==> config.mk <==
export PLATFORM = sky130hd
export DESIGN_NAME = smc_sleep_mode_controller
export DESIGN_NICKNAME = d
export VERILOG_FILES = /design/src/smc_pkg.sv /design/src/smc_sleep_mode_controller.sv
export SDC_FILE = /design/constraint.sdc
export NUM_CORES = 1
export LEC_CHECK = 0
export ABC_CLOCK_PERIOD_IN_PS = 2640
export BUFFER_PORTS_ARGS = -buffer_cell sky130_fd_sc_hd__buf_2
export CAP_MARGIN = 5
export CORE_UTILIZATION = 46
export CTS_BUF_LIST = sky130_fd_sc_hd__clkbuf_16
export DETAILED_ROUTE_END_ITERATION = 7
export PLACE_DENSITY = 0.7
export SLEW_MARGIN = 5
export SYNTH_ARGS = -nofsm -noshare
export SYNTH_HDL_FRONTEND = slang
export SYNTH_SLANG_ARGS = --single-unit
==> constraint.sdc <==
create_clock -name clk_sys -period 2.64 [get_ports clk_sys]
set_input_delay 0.132 -clock clk_sys [delete_from_list [all_inputs] [get_ports clk_sys]]
set_output_delay 0.132 -clock clk_sys [all_outputs]
set_load 0.05 [all_outputs]
==> src/smc_pkg.sv <==
// sleep-mode controller package: register layout, modes, timing counts
// assumes a 10 MHz system clock and a plain strobe register port
`default_nettype none
package smc_pkg;

  // ****************************************************************
  // register map
  // ****************************************************************
  localparam logic [1:0] ADDR_POWER_CTRL  = 2'h0;
  localparam logic [1:0] ADDR_WAKE_CFG    = 2'h1;
  localparam logic [1:0] ADDR_STATUS      = 2'h2;
  localparam logic [7:0] POWER_CTRL_RESET = 8'h00;
  localparam logic [7:0] WAKE_CFG_RESET   = 8'h00;
  localparam int         SM2_POS          = 7;
  localparam int         SE_POS           = 6;
  localparam int         SM1_POS          = 5;
  localparam int         SM0_POS          = 4;

  // ****************************************************************
  // timing
  // ****************************************************************
  localparam int         CLK_HZ           = 10_000_000;
  localparam int         HALT_EXTRA_CYC   = 4;
  localparam int         STANDBY_WAKE_CYC = 6;
  localparam logic [15:0] STARTUP_DEFAULT = 16'h0006;

  typedef enum logic [2:0] {
    MODE_IDLE     = 3'h0,
    MODE_NOISE    = 3'h1,
    MODE_PDOWN    = 3'h2,
    MODE_PSAVE    = 3'h3,
    MODE_RSVD4    = 3'h4,
    MODE_RSVD5    = 3'h5,
    MODE_STANDBY  = 3'h6,
    MODE_XSTANDBY = 3'h7
  } smc_mode_t;

  typedef enum logic [1:0] {
    ST_RUN,
    ST_SLEEP,
    ST_STARTUP,
    ST_HALT
  } smc_state_t;

  // wake sources, all from logic on clk_sys
  typedef struct packed {
    logic convDone;
    logic twoWireMatch;
    logic asyncTimerIrq;
    logic memReady;
    logic extLevel01;
    logic extLine2;
    logic otherIo;
  } smc_wake_t;

  // clock domain enables
  typedef struct packed {
    logic coreClk;
    logic flashClk;
    logic periphClk;
    logic convClk;
    logic asyncClk;
    logic mainOsc;
  } smc_clk_t;

  typedef struct packed {
    smc_state_t state;
    logic [7:0] powerCtrl;
    logic [7:0] wakeCfg;
    smc_mode_t  mode;
    logic [15:0] count;
    logic [7:0] rdata;
    logic       convStart;
    logic       irqGo;
    logic       resumedByReset;
  } smc_regs_t;

endpackage : smc_pkg
`default_nettype wire

==> src/smc_sleep_mode_controller.sv <==
// sleep-mode controller: enters sleep on halt with the enable bit set, gates clock domains
// per mode and wakes on the sources that mode allows; assumes the core pulses haltExec
//
// Overview of operation
// - sleep only on halt with enable set
// - mode field at bits 7, 5, 4
// - interrupt wake: four extra halt cycles
// - register file and RAM untouched by sleep
// - reset during sleep restarts from vector
// - idle gates only core and flash clocks
// - idle wakes on any enabled interrupt
// - converter enabled: idle/noise starts conversion
// - noise mode gates I/O, core, flash
// - noise mode limited wake source list
// - power-down stops oscillator and clocks
// - power-down limited wake source list
// - power-down wake waits fuse start-up delay
// - power-save keeps async timer if selected
// - power-save timer wake needs mask, global
// - synchronous async timer undefined after save
// - standby: oscillator on, six-cycle wake
// - extended standby: same, six-cycle wake
//
// Our own choices: the address map and the address-and-strobe port.
`timescale 1ns/1ns
`default_nettype none
module smc_sleep_mode_controller (
  input  wire logic             clk_sys,
  input  wire logic             rst,
  input  wire logic [1:0]       regAddr,
  input  wire logic [7:0]       regWdata,
  input  wire logic             regWr,
  input  wire logic             regRd,
  output logic      [7:0]       regRdata,
  input  wire logic             haltExec,
  input  wire smc_pkg::smc_wake_t wakeReq,
  input  wire logic             sysResetReq,
  input  wire logic             convEnabled,
  input  wire logic             asyncTimerClockSelect,
  input  wire logic             asyncTimerIrqMasked,
  input  wire logic             globalIrqEnable,
  input  wire logic             crystalSource,
  input  wire logic [15:0]      startupCycles,
  output smc_pkg::smc_clk_t     clkEnable,
  output logic                  coreHold,
  output logic                  irqService,
  output logic                  convStart,
  output logic                  resetResume,
  output logic                  asyncTimerUndefined
);

  // ****************************************************************
  // helpers
  // ****************************************************************
  // per mode wake filter; reserved codes accept only reset
  function automatic logic wakeAllowed(input smc_pkg::smc_mode_t m,
                                       input smc_pkg::smc_wake_t w,
                                       input logic timerOk);
    logic common;
    common = w.twoWireMatch | w.extLevel01 | w.extLine2;
    unique case (m)
      smc_pkg::MODE_IDLE:     wakeAllowed = |w;
      smc_pkg::MODE_NOISE:    wakeAllowed = common | w.convDone | w.asyncTimerIrq
                                            | w.memReady;
      smc_pkg::MODE_PDOWN,
      smc_pkg::MODE_STANDBY:  wakeAllowed = common;
      smc_pkg::MODE_PSAVE,
      smc_pkg::MODE_XSTANDBY: wakeAllowed = common | (w.asyncTimerIrq & timerOk);
      default:                wakeAllowed = 1'b0;
    endcase
  endfunction : wakeAllowed

  // clocks that keep running while asleep in a mode
  function automatic smc_pkg::smc_clk_t sleepClocks(input smc_pkg::smc_mode_t m,
                                                    input logic asy);
    smc_pkg::smc_clk_t c;
    c = '0;
    unique case (m)
      smc_pkg::MODE_IDLE:     c = '{1'b0, 1'b0, 1'b1, 1'b1, 1'b1, 1'b1};
      smc_pkg::MODE_NOISE:    c = '{1'b0, 1'b0, 1'b0, 1'b1, 1'b1, 1'b1};
      smc_pkg::MODE_PDOWN:    c = '0;
      smc_pkg::MODE_PSAVE:    c.asyncClk = asy;
      smc_pkg::MODE_STANDBY:  c.mainOsc = 1'b1;
      smc_pkg::MODE_XSTANDBY:
      begin
        c.mainOsc = 1'b1;
        c.asyncClk = asy;
      end
      default:                c = '0;
    endcase
    return c;
  endfunction : sleepClocks

  // standby codes need a crystal to keep the oscillator alive; without one they
  // fall back to the matching deep mode, so the oscillator is never left running
  function automatic smc_pkg::smc_mode_t effMode(input smc_pkg::smc_mode_t m,
                                                 input logic xtal);
    smc_pkg::smc_mode_t e;
    e = m;
    if (!xtal && m == smc_pkg::MODE_STANDBY)
      e = smc_pkg::MODE_PDOWN;
    if (!xtal && m == smc_pkg::MODE_XSTANDBY)
      e = smc_pkg::MODE_PSAVE;
    return e;
  endfunction : effMode

  // shared by the start-up and extra halt phases
  function automatic logic [15:0] countDown(input logic [15:0] cnt);
    return cnt - 16'h0001;
  endfunction : countDown

  function automatic logic lastCycle(input logic [15:0] cnt);
    return cnt == 16'h0001;
  endfunction : lastCycle

  // ****************************************************************
  // state
  // ****************************************************************
  smc_pkg::smc_regs_t r_q;
  smc_pkg::smc_regs_t r_d;
  smc_pkg::smc_mode_t selMode;
  logic               timerOk;

  assign selMode = smc_pkg::smc_mode_t'({r_q.powerCtrl[smc_pkg::SM2_POS],
                                         r_q.powerCtrl[smc_pkg::SM1_POS],
                                         r_q.powerCtrl[smc_pkg::SM0_POS]});
  assign timerOk = asyncTimerClockSelect & asyncTimerIrqMasked & globalIrqEnable;

  always_comb
  begin
    r_d = r_q;
    r_d.convStart = 1'b0;
    r_d.irqGo = 1'b0;
    r_d.rdata = 8'h00;
    if (regWr)
    begin
      unique case (regAddr)
        smc_pkg::ADDR_POWER_CTRL: r_d.powerCtrl = regWdata;
        smc_pkg::ADDR_WAKE_CFG:   r_d.wakeCfg = regWdata;
        default:                  ;
      endcase
    end
    if (regRd)
    begin
      unique case (regAddr)
        smc_pkg::ADDR_POWER_CTRL: r_d.rdata = r_q.powerCtrl;
        smc_pkg::ADDR_WAKE_CFG:   r_d.rdata = r_q.wakeCfg;
        smc_pkg::ADDR_STATUS:     r_d.rdata = {3'h0, r_q.resumedByReset, 1'b0, r_q.mode} |
                                              {r_q.state, 6'h00};
        default:                  r_d.rdata = 8'h00;
      endcase
    end
    unique case (r_q.state)
      smc_pkg::ST_RUN:
      begin
        // no enable bit, no sleep: halt acts as a no-op
        if (haltExec && r_q.powerCtrl[smc_pkg::SE_POS])
        begin
          r_d.state = smc_pkg::ST_SLEEP;
          r_d.mode = effMode(selMode, crystalSource);
          r_d.resumedByReset = 1'b0;
          if (convEnabled && (selMode == smc_pkg::MODE_IDLE || selMode == smc_pkg::MODE_NOISE))
            r_d.convStart = 1'b1;
        end
      end
      smc_pkg::ST_SLEEP:
      begin
        if (wakeAllowed(r_q.mode, wakeReq, timerOk))
        begin
          r_d.state = smc_pkg::ST_STARTUP;
          unique case (r_q.mode)
            smc_pkg::MODE_PDOWN,
            smc_pkg::MODE_PSAVE:    r_d.count = (startupCycles == 16'h0000) ? 16'h0001
                                                : startupCycles;
            smc_pkg::MODE_STANDBY,
            smc_pkg::MODE_XSTANDBY: r_d.count = 16'(smc_pkg::STANDBY_WAKE_CYC);
            default:                r_d.count = 16'h0001;
          endcase
        end
      end
      smc_pkg::ST_STARTUP:
      begin
        r_d.count = countDown(r_q.count);
        if (lastCycle(r_q.count))
        begin
          r_d.state = smc_pkg::ST_HALT;
          r_d.count = 16'(smc_pkg::HALT_EXTRA_CYC);
        end
      end
      smc_pkg::ST_HALT:
      begin
        r_d.count = countDown(r_q.count);
        if (lastCycle(r_q.count))
        begin
          r_d.state = smc_pkg::ST_RUN;
          r_d.irqGo = 1'b1;
        end
      end
    endcase
    // reset from outside while not running restarts at the vector; powerCtrl cleared, wakeCfg untouched
    if (sysResetReq && r_q.state != smc_pkg::ST_RUN)
    begin
      r_d.state = smc_pkg::ST_RUN;
      r_d.powerCtrl = smc_pkg::POWER_CTRL_RESET;
      r_d.resumedByReset = 1'b1;
      r_d.irqGo = 1'b0;
    end
  end

  always_ff @(posedge clk_sys)
  begin
    if (rst)
    begin
      r_q <= '0;
      r_q.powerCtrl <= smc_pkg::POWER_CTRL_RESET;
      r_q.wakeCfg <= smc_pkg::WAKE_CFG_RESET;
      r_q.state <= smc_pkg::ST_RUN;
      r_q.mode <= smc_pkg::MODE_IDLE;
    end
    else
      r_q <= r_d;
  end

  // ****************************************************************
  // outputs
  // ****************************************************************
  always_comb
  begin
    if (r_q.state == smc_pkg::ST_SLEEP)
      clkEnable = sleepClocks(r_q.mode, asyncTimerClockSelect);
    else
      clkEnable = '1;
  end

  assign regRdata = r_q.rdata;
  assign coreHold = (r_q.state != smc_pkg::ST_RUN);
  assign irqService = r_q.irqGo;
  assign convStart = r_q.convStart;
  assign resetResume = r_q.resumedByReset;
  // flags a timer that ran synchronously through power-save
  assign asyncTimerUndefined = (r_q.state != smc_pkg::ST_RUN) &&
                               (r_q.mode == smc_pkg::MODE_PSAVE) && !asyncTimerClockSelect;

endmodule : smc_sleep_mode_controller
`default_nettype wire

==> metrics.log <==
[metrics] result of the run: finished clean
[metrics] endpoint class of the critical path: register
[metrics] shortest period the worst path allows: 2.25 ns
[metrics] number of I/O pins: 63
[metrics] die height: around 80 um
[metrics] number of antenna violations at the first check in global routing: 0
[metrics] hold-fix buffers at CTS: 0
[metrics] Fillers: 524
[metrics] Post-Route Hold Slack: ~0.085 ns
[metrics] pin count of the biggest net entering global routing: 38
[metrics] arrival time at the worst endpoint: between 2 and 2.5 ns
[metrics] clock insertion delay at the later pin of the skew report: 0.29 ns
[metrics] floorplan die width: 78.5 um
[metrics] Row Count: 27
[metrics] Worst Hold Launch: convEnabled
[metrics] worst endpoint required time: approximately 2.8 ns
[metrics] Seq/Total Area, Yosys: 0.357
[metrics] slack of the worst reg-to-reg path: roughly 0.39 ns
[metrics] highest cell delay on the worst timing path: between 0.5 and 0.6 ns
[metrics] post-CTS setup buffer count: 0
[metrics] finished layout cell area: ~0.0031 mm2
[metrics] clock tree skew after final layout: around 0.0039 ns
[metrics] Critical Path Fanout Max: 13
[metrics] flops & latches, synth: 48
[metrics] total gr overflow: 0
[metrics] starting DRC count in detailed routing: approximately 240
[metrics] share of cells above drive strength 1: 0.245
[metrics] number of nets still failing antenna checks after routing: 0
[metrics] TritonRoute pass-1 iters: 4
[metrics] Net count, final: around 420
[metrics] number of distinct standard cells referenced by the synthesized netlist: between 50 and 60
[metrics] endpoint of the lowest-slack register-to-register path: r_q[17]$_SDFFE_PP0P_
[metrics] number of cells upsized or downsized after cts: 0
[metrics] final wirelength: about 7000 um
[metrics] detail-routed net length per standard cell: between 15 and 20 um
[metrics] clock tree from TritonCTS: done
[metrics] syn_nets: roughly 370
[metrics] ys flop type: sky130_fd_sc_hd__dfxtp_1
[metrics] number of port buffers: 62
[metrics] Area growth syn-to-layout: 16.4%
[metrics] DP Area: about 0.003 mm2
[metrics] vias in the first global route: ~2,400
[metrics] clock tree root driver cell: sky130_fd_sc_hd__clkbuf_16
[metrics] synthesized instance count: ~320
[metrics] Top delay family on crit path: compound AO/OA/AOI/OAI gates
[metrics] sum of buffers and inverters on the critical path: 2
[metrics] DRC Markers: 0
[metrics] Cell Pwr Density: around 860 mW/mm2
[metrics] number of buffers created by CTS: 5
[metrics] effective utilization at floorplan: 0.484
[metrics] leakage power total: around 1.3 nW
[metrics] number of warning messages in the yosys log: 0
[metrics] hold crit path type: primary input to register
[metrics] source of the worst register-to-register timing path: r_q[47]$_SDFFE_PP0P_
[metrics] first-pass GRT wire length: approximately 11,000 um
[metrics] Final Slew Violations: 0
[metrics] routed via count divided by cell count: approximately 5.9
[metrics] cell with the largest stage delay on the worst path: sky130_fd_sc_hd__or4_4
[metrics] average instance area after synthesis: roughly 8.4 um2
[metrics] summed instance area of the synthesized netlist: roughly 0.0027 mm2
[metrics] Max Clock Freq: 444 MHz
[metrics] Total Routing Usage GR: 0.234
[metrics] final antenna diode count: 0
[metrics] slew at the pin with the worst max-slew slack: 0.780 ns
[metrics] Max H-tree Level: 2
[metrics] clock slew seen by the registers of the worst setup and hold paths: 0.06 ns
[metrics] endpoints failing hold: 0
[metrics] number of instances on the worst hold path: 3
[metrics] HPWL reported at the end of detailed placement: between 5000 and 6000 um
[metrics] clock buffer depth: 2
[metrics] worst path setup slack after routing: approximately 0.39 ns
[metrics] worst hold endpoint: convStart$_SDFF_PP0_
[metrics] Critical Path, Cell by Cell: inv_1 > ha_1 > inv_2 > or4_4 > o31ai_4 > a21oi_1 > o32ai_1
[metrics] core box area: approximately 0.0056 mm2
[metrics] Finish-stage setup viols: 0
[metrics] share of the cycle needed by the critical path after routing: 0.853
[metrics] crit start category: register
[metrics] Slew HR: 0.479
[metrics] Via Count: between 2,000 and 3,000
[metrics] worst-case reg-to-reg path depth: 7
[metrics] Final Wtd Congestion: approximately 0.93
[metrics] number of flops mapped to enable cells by yosys: 0
[metrics] max capacitance violation total: 0
[metrics] Max VDD drop: 0.645 mV
[metrics] die outline area: roughly 0.0062 mm2
[metrics] kind of critical path: register to register
[metrics] fraction of registers with async set/reset: 0
[metrics] unrepaired setup endpoints after global routing: false
[metrics] final total negative setup slack: 0 ns
[metrics] TritonCTS Sinks: 48
[metrics] dpl ws: between 0.4 and 0.5 ns
[worst max path at each step]
stage / start / to / slack (ns) / depth (start not counted)
final: r_q[47]$_SDFFE_PP0P_ / r_q[17]$_SDFFE_PP0P_ / 0.39 / 7
after global routing: r_q[47]$_SDFFE_PP0P_ / r_q[11]$_SDFFE_PP0P_ / 0.18 / 7
after CTS: r_q[47]$_SDFFE_PP0P_ / r_q[11]$_SDFFE_PP0P_ / 0.39 / 7
after detailed placement: r_q[47]$_SDFFE_PP0P_ / r_q[11]$_SDFFE_PP0P_ / 0.41 / 7
after global placement: r_q[47]$_SDFFE_PP0P_ / r_q[11]$_SDFFE_PP0P_ / 0.44 / 7
after floorplan: r_q[46]$_SDFFE_PP0P_ / asyncTimerUndefined / 0.28 / 3
[flip-flops by register name, summed over array words and instances, names as in the netlist]
register,cells
r_q,37
regRdata,8
convStart,1
irqService,1
resetResume,1
[metal layers]
metal / wire length [um] / GRT usage
met5: 0 / 0
met2: 3290 / 0.384
met1: 3220 / 0.308
met4: 118 / 0.0833
met3: 472 / 0.0372
[per-stage QoR]
step	instances	power, mW	util
6_report	444	2.68	0.563
2_1_floorplan	322	1.78	-
3_3_place_gp	437	2.05	0.538
5_1_grt	444	2.84	0.563
3_5_place_dp	437	2.06	0.538
4_1_cts	444	2.68	0.563
[worst register-to-register path, delay by kind of cell, from the launching register on]
family / cells / cell delay (ns)
flip-flops: 1 / 0.35
AO/OA/AOI/OAI: 3 / 0.85
buffers and inverters: 2 / 0.15
AND/OR/NAND/NOR: 1 / 0.58
adder cells (fa/ha/maj): 1 / 0.24
[Yosys cell counts (2+ instances only)]
library cell                 n  area, um2
sky130_fd_sc_hd__a2bb2oi_1   2       17.5
sky130_fd_sc_hd__buf_6       2       22.5
sky130_fd_sc_hd__nor4_1      7       43.8
sky130_fd_sc_hd__nand2b_1    4       25.0
sky130_fd_sc_hd__ha_1        6       75.1
sky130_fd_sc_hd__inv_1      11       41.3
sky130_fd_sc_hd__nor2b_1     5       31.3
sky130_fd_sc_hd__buf_1       2       7.51
sky130_fd_sc_hd__nand3b_1    3       22.5
sky130_fd_sc_hd__a221oi_1    3       26.3
sky130_fd_sc_hd__xor2_1      2       17.5
sky130_fd_sc_hd__o32ai_1     3       26.3
sky130_fd_sc_hd__o211ai_1    4       30.0
sky130_fd_sc_hd__dfxtp_1    48        961
sky130_fd_sc_hd__a211oi_1    3       22.5
sky130_fd_sc_hd__buf_4      10       75.1
sky130_fd_sc_hd__nor3_1     10       50.1
sky130_fd_sc_hd__or3_1       5       31.3
sky130_fd_sc_hd__o21ai_0     9       45.0
sky130_fd_sc_hd__nand4_1     5       31.3
sky130_fd_sc_hd__nor3b_1     2       15.0
sky130_fd_sc_hd__a32oi_1     6       52.6
sky130_fd_sc_hd__or3b_2      2       17.5
sky130_fd_sc_hd__nand3_1    10       50.1
sky130_fd_sc_hd__mux2i_1    16        160
sky130_fd_sc_hd__or4_4       2       22.5
sky130_fd_sc_hd__nand2_1    26       97.6
sky130_fd_sc_hd__or4_1       2       15.0
sky130_fd_sc_hd__nor2_1     38        143
sky130_fd_sc_hd__xnor2_1     2       17.5
sky130_fd_sc_hd__a21oi_1    26        130
sky130_fd_sc_hd__o221ai_1    6       52.6
sky130_fd_sc_hd__clkbuf_1   12       45.0
sky130_fd_sc_hd__a22oi_1     3       22.5
[where the power goes]
group	total, mW	switching (mW)	internal (mW)
combinational	1.20	0.740	0.461
sequential	0.867	0.0776	0.789
clock	0.617	0.272	0.344
total	2.68	1.09	1.59
[logic make-up after synthesis]
group                    share of synthesized area
XOR/XNOR                                    0.0130
flip-flops                                   0.357
AND/OR/NAND/NOR                              0.263
adder cells (fa/ha/maj)                     0.0279
multiplexers                                0.0594
AO/OA/AOI/OAI                                0.206
buffers and inverters                       0.0743
[cell usage in the layout, fill, tap and decap left out, types with 7 or more instances in the layout]
master                    count
sky130_fd_sc_hd__buf_4        8
sky130_fd_sc_hd__mux2i_1     16
sky130_fd_sc_hd__nor4_1       7
sky130_fd_sc_hd__a21oi_1     26
sky130_fd_sc_hd__buf_2       62
sky130_fd_sc_hd__nor3_1      10
sky130_fd_sc_hd__inv_1       11
sky130_fd_sc_hd__nand3_1     10
sky130_fd_sc_hd__dfxtp_1     48
sky130_fd_sc_hd__nor2_1      38
sky130_fd_sc_hd__nand2_1     26
sky130_fd_sc_hd__o21ai_0      9
[cell type report]
| type | instances | area, um2 | area share |
|---|---|---|---|
| Inverter | 12 | 45.0 | 0.0144 |
| Clock inverter | 2 | 12.5 | 0.00399 |
| Timing Repair Buffer | 70 | 370 | 0.118 |
| Clock buffer | 5 | 125 | 0.0399 |
| Sequential cell | 48 | 961 | 0.306 |
| Tap cell | 72 | 90.1 | 0.0287 |
| Multi-Input combinational cell | 235 | 1530 | 0.489 |
Power figures use the tool's default switching activity.
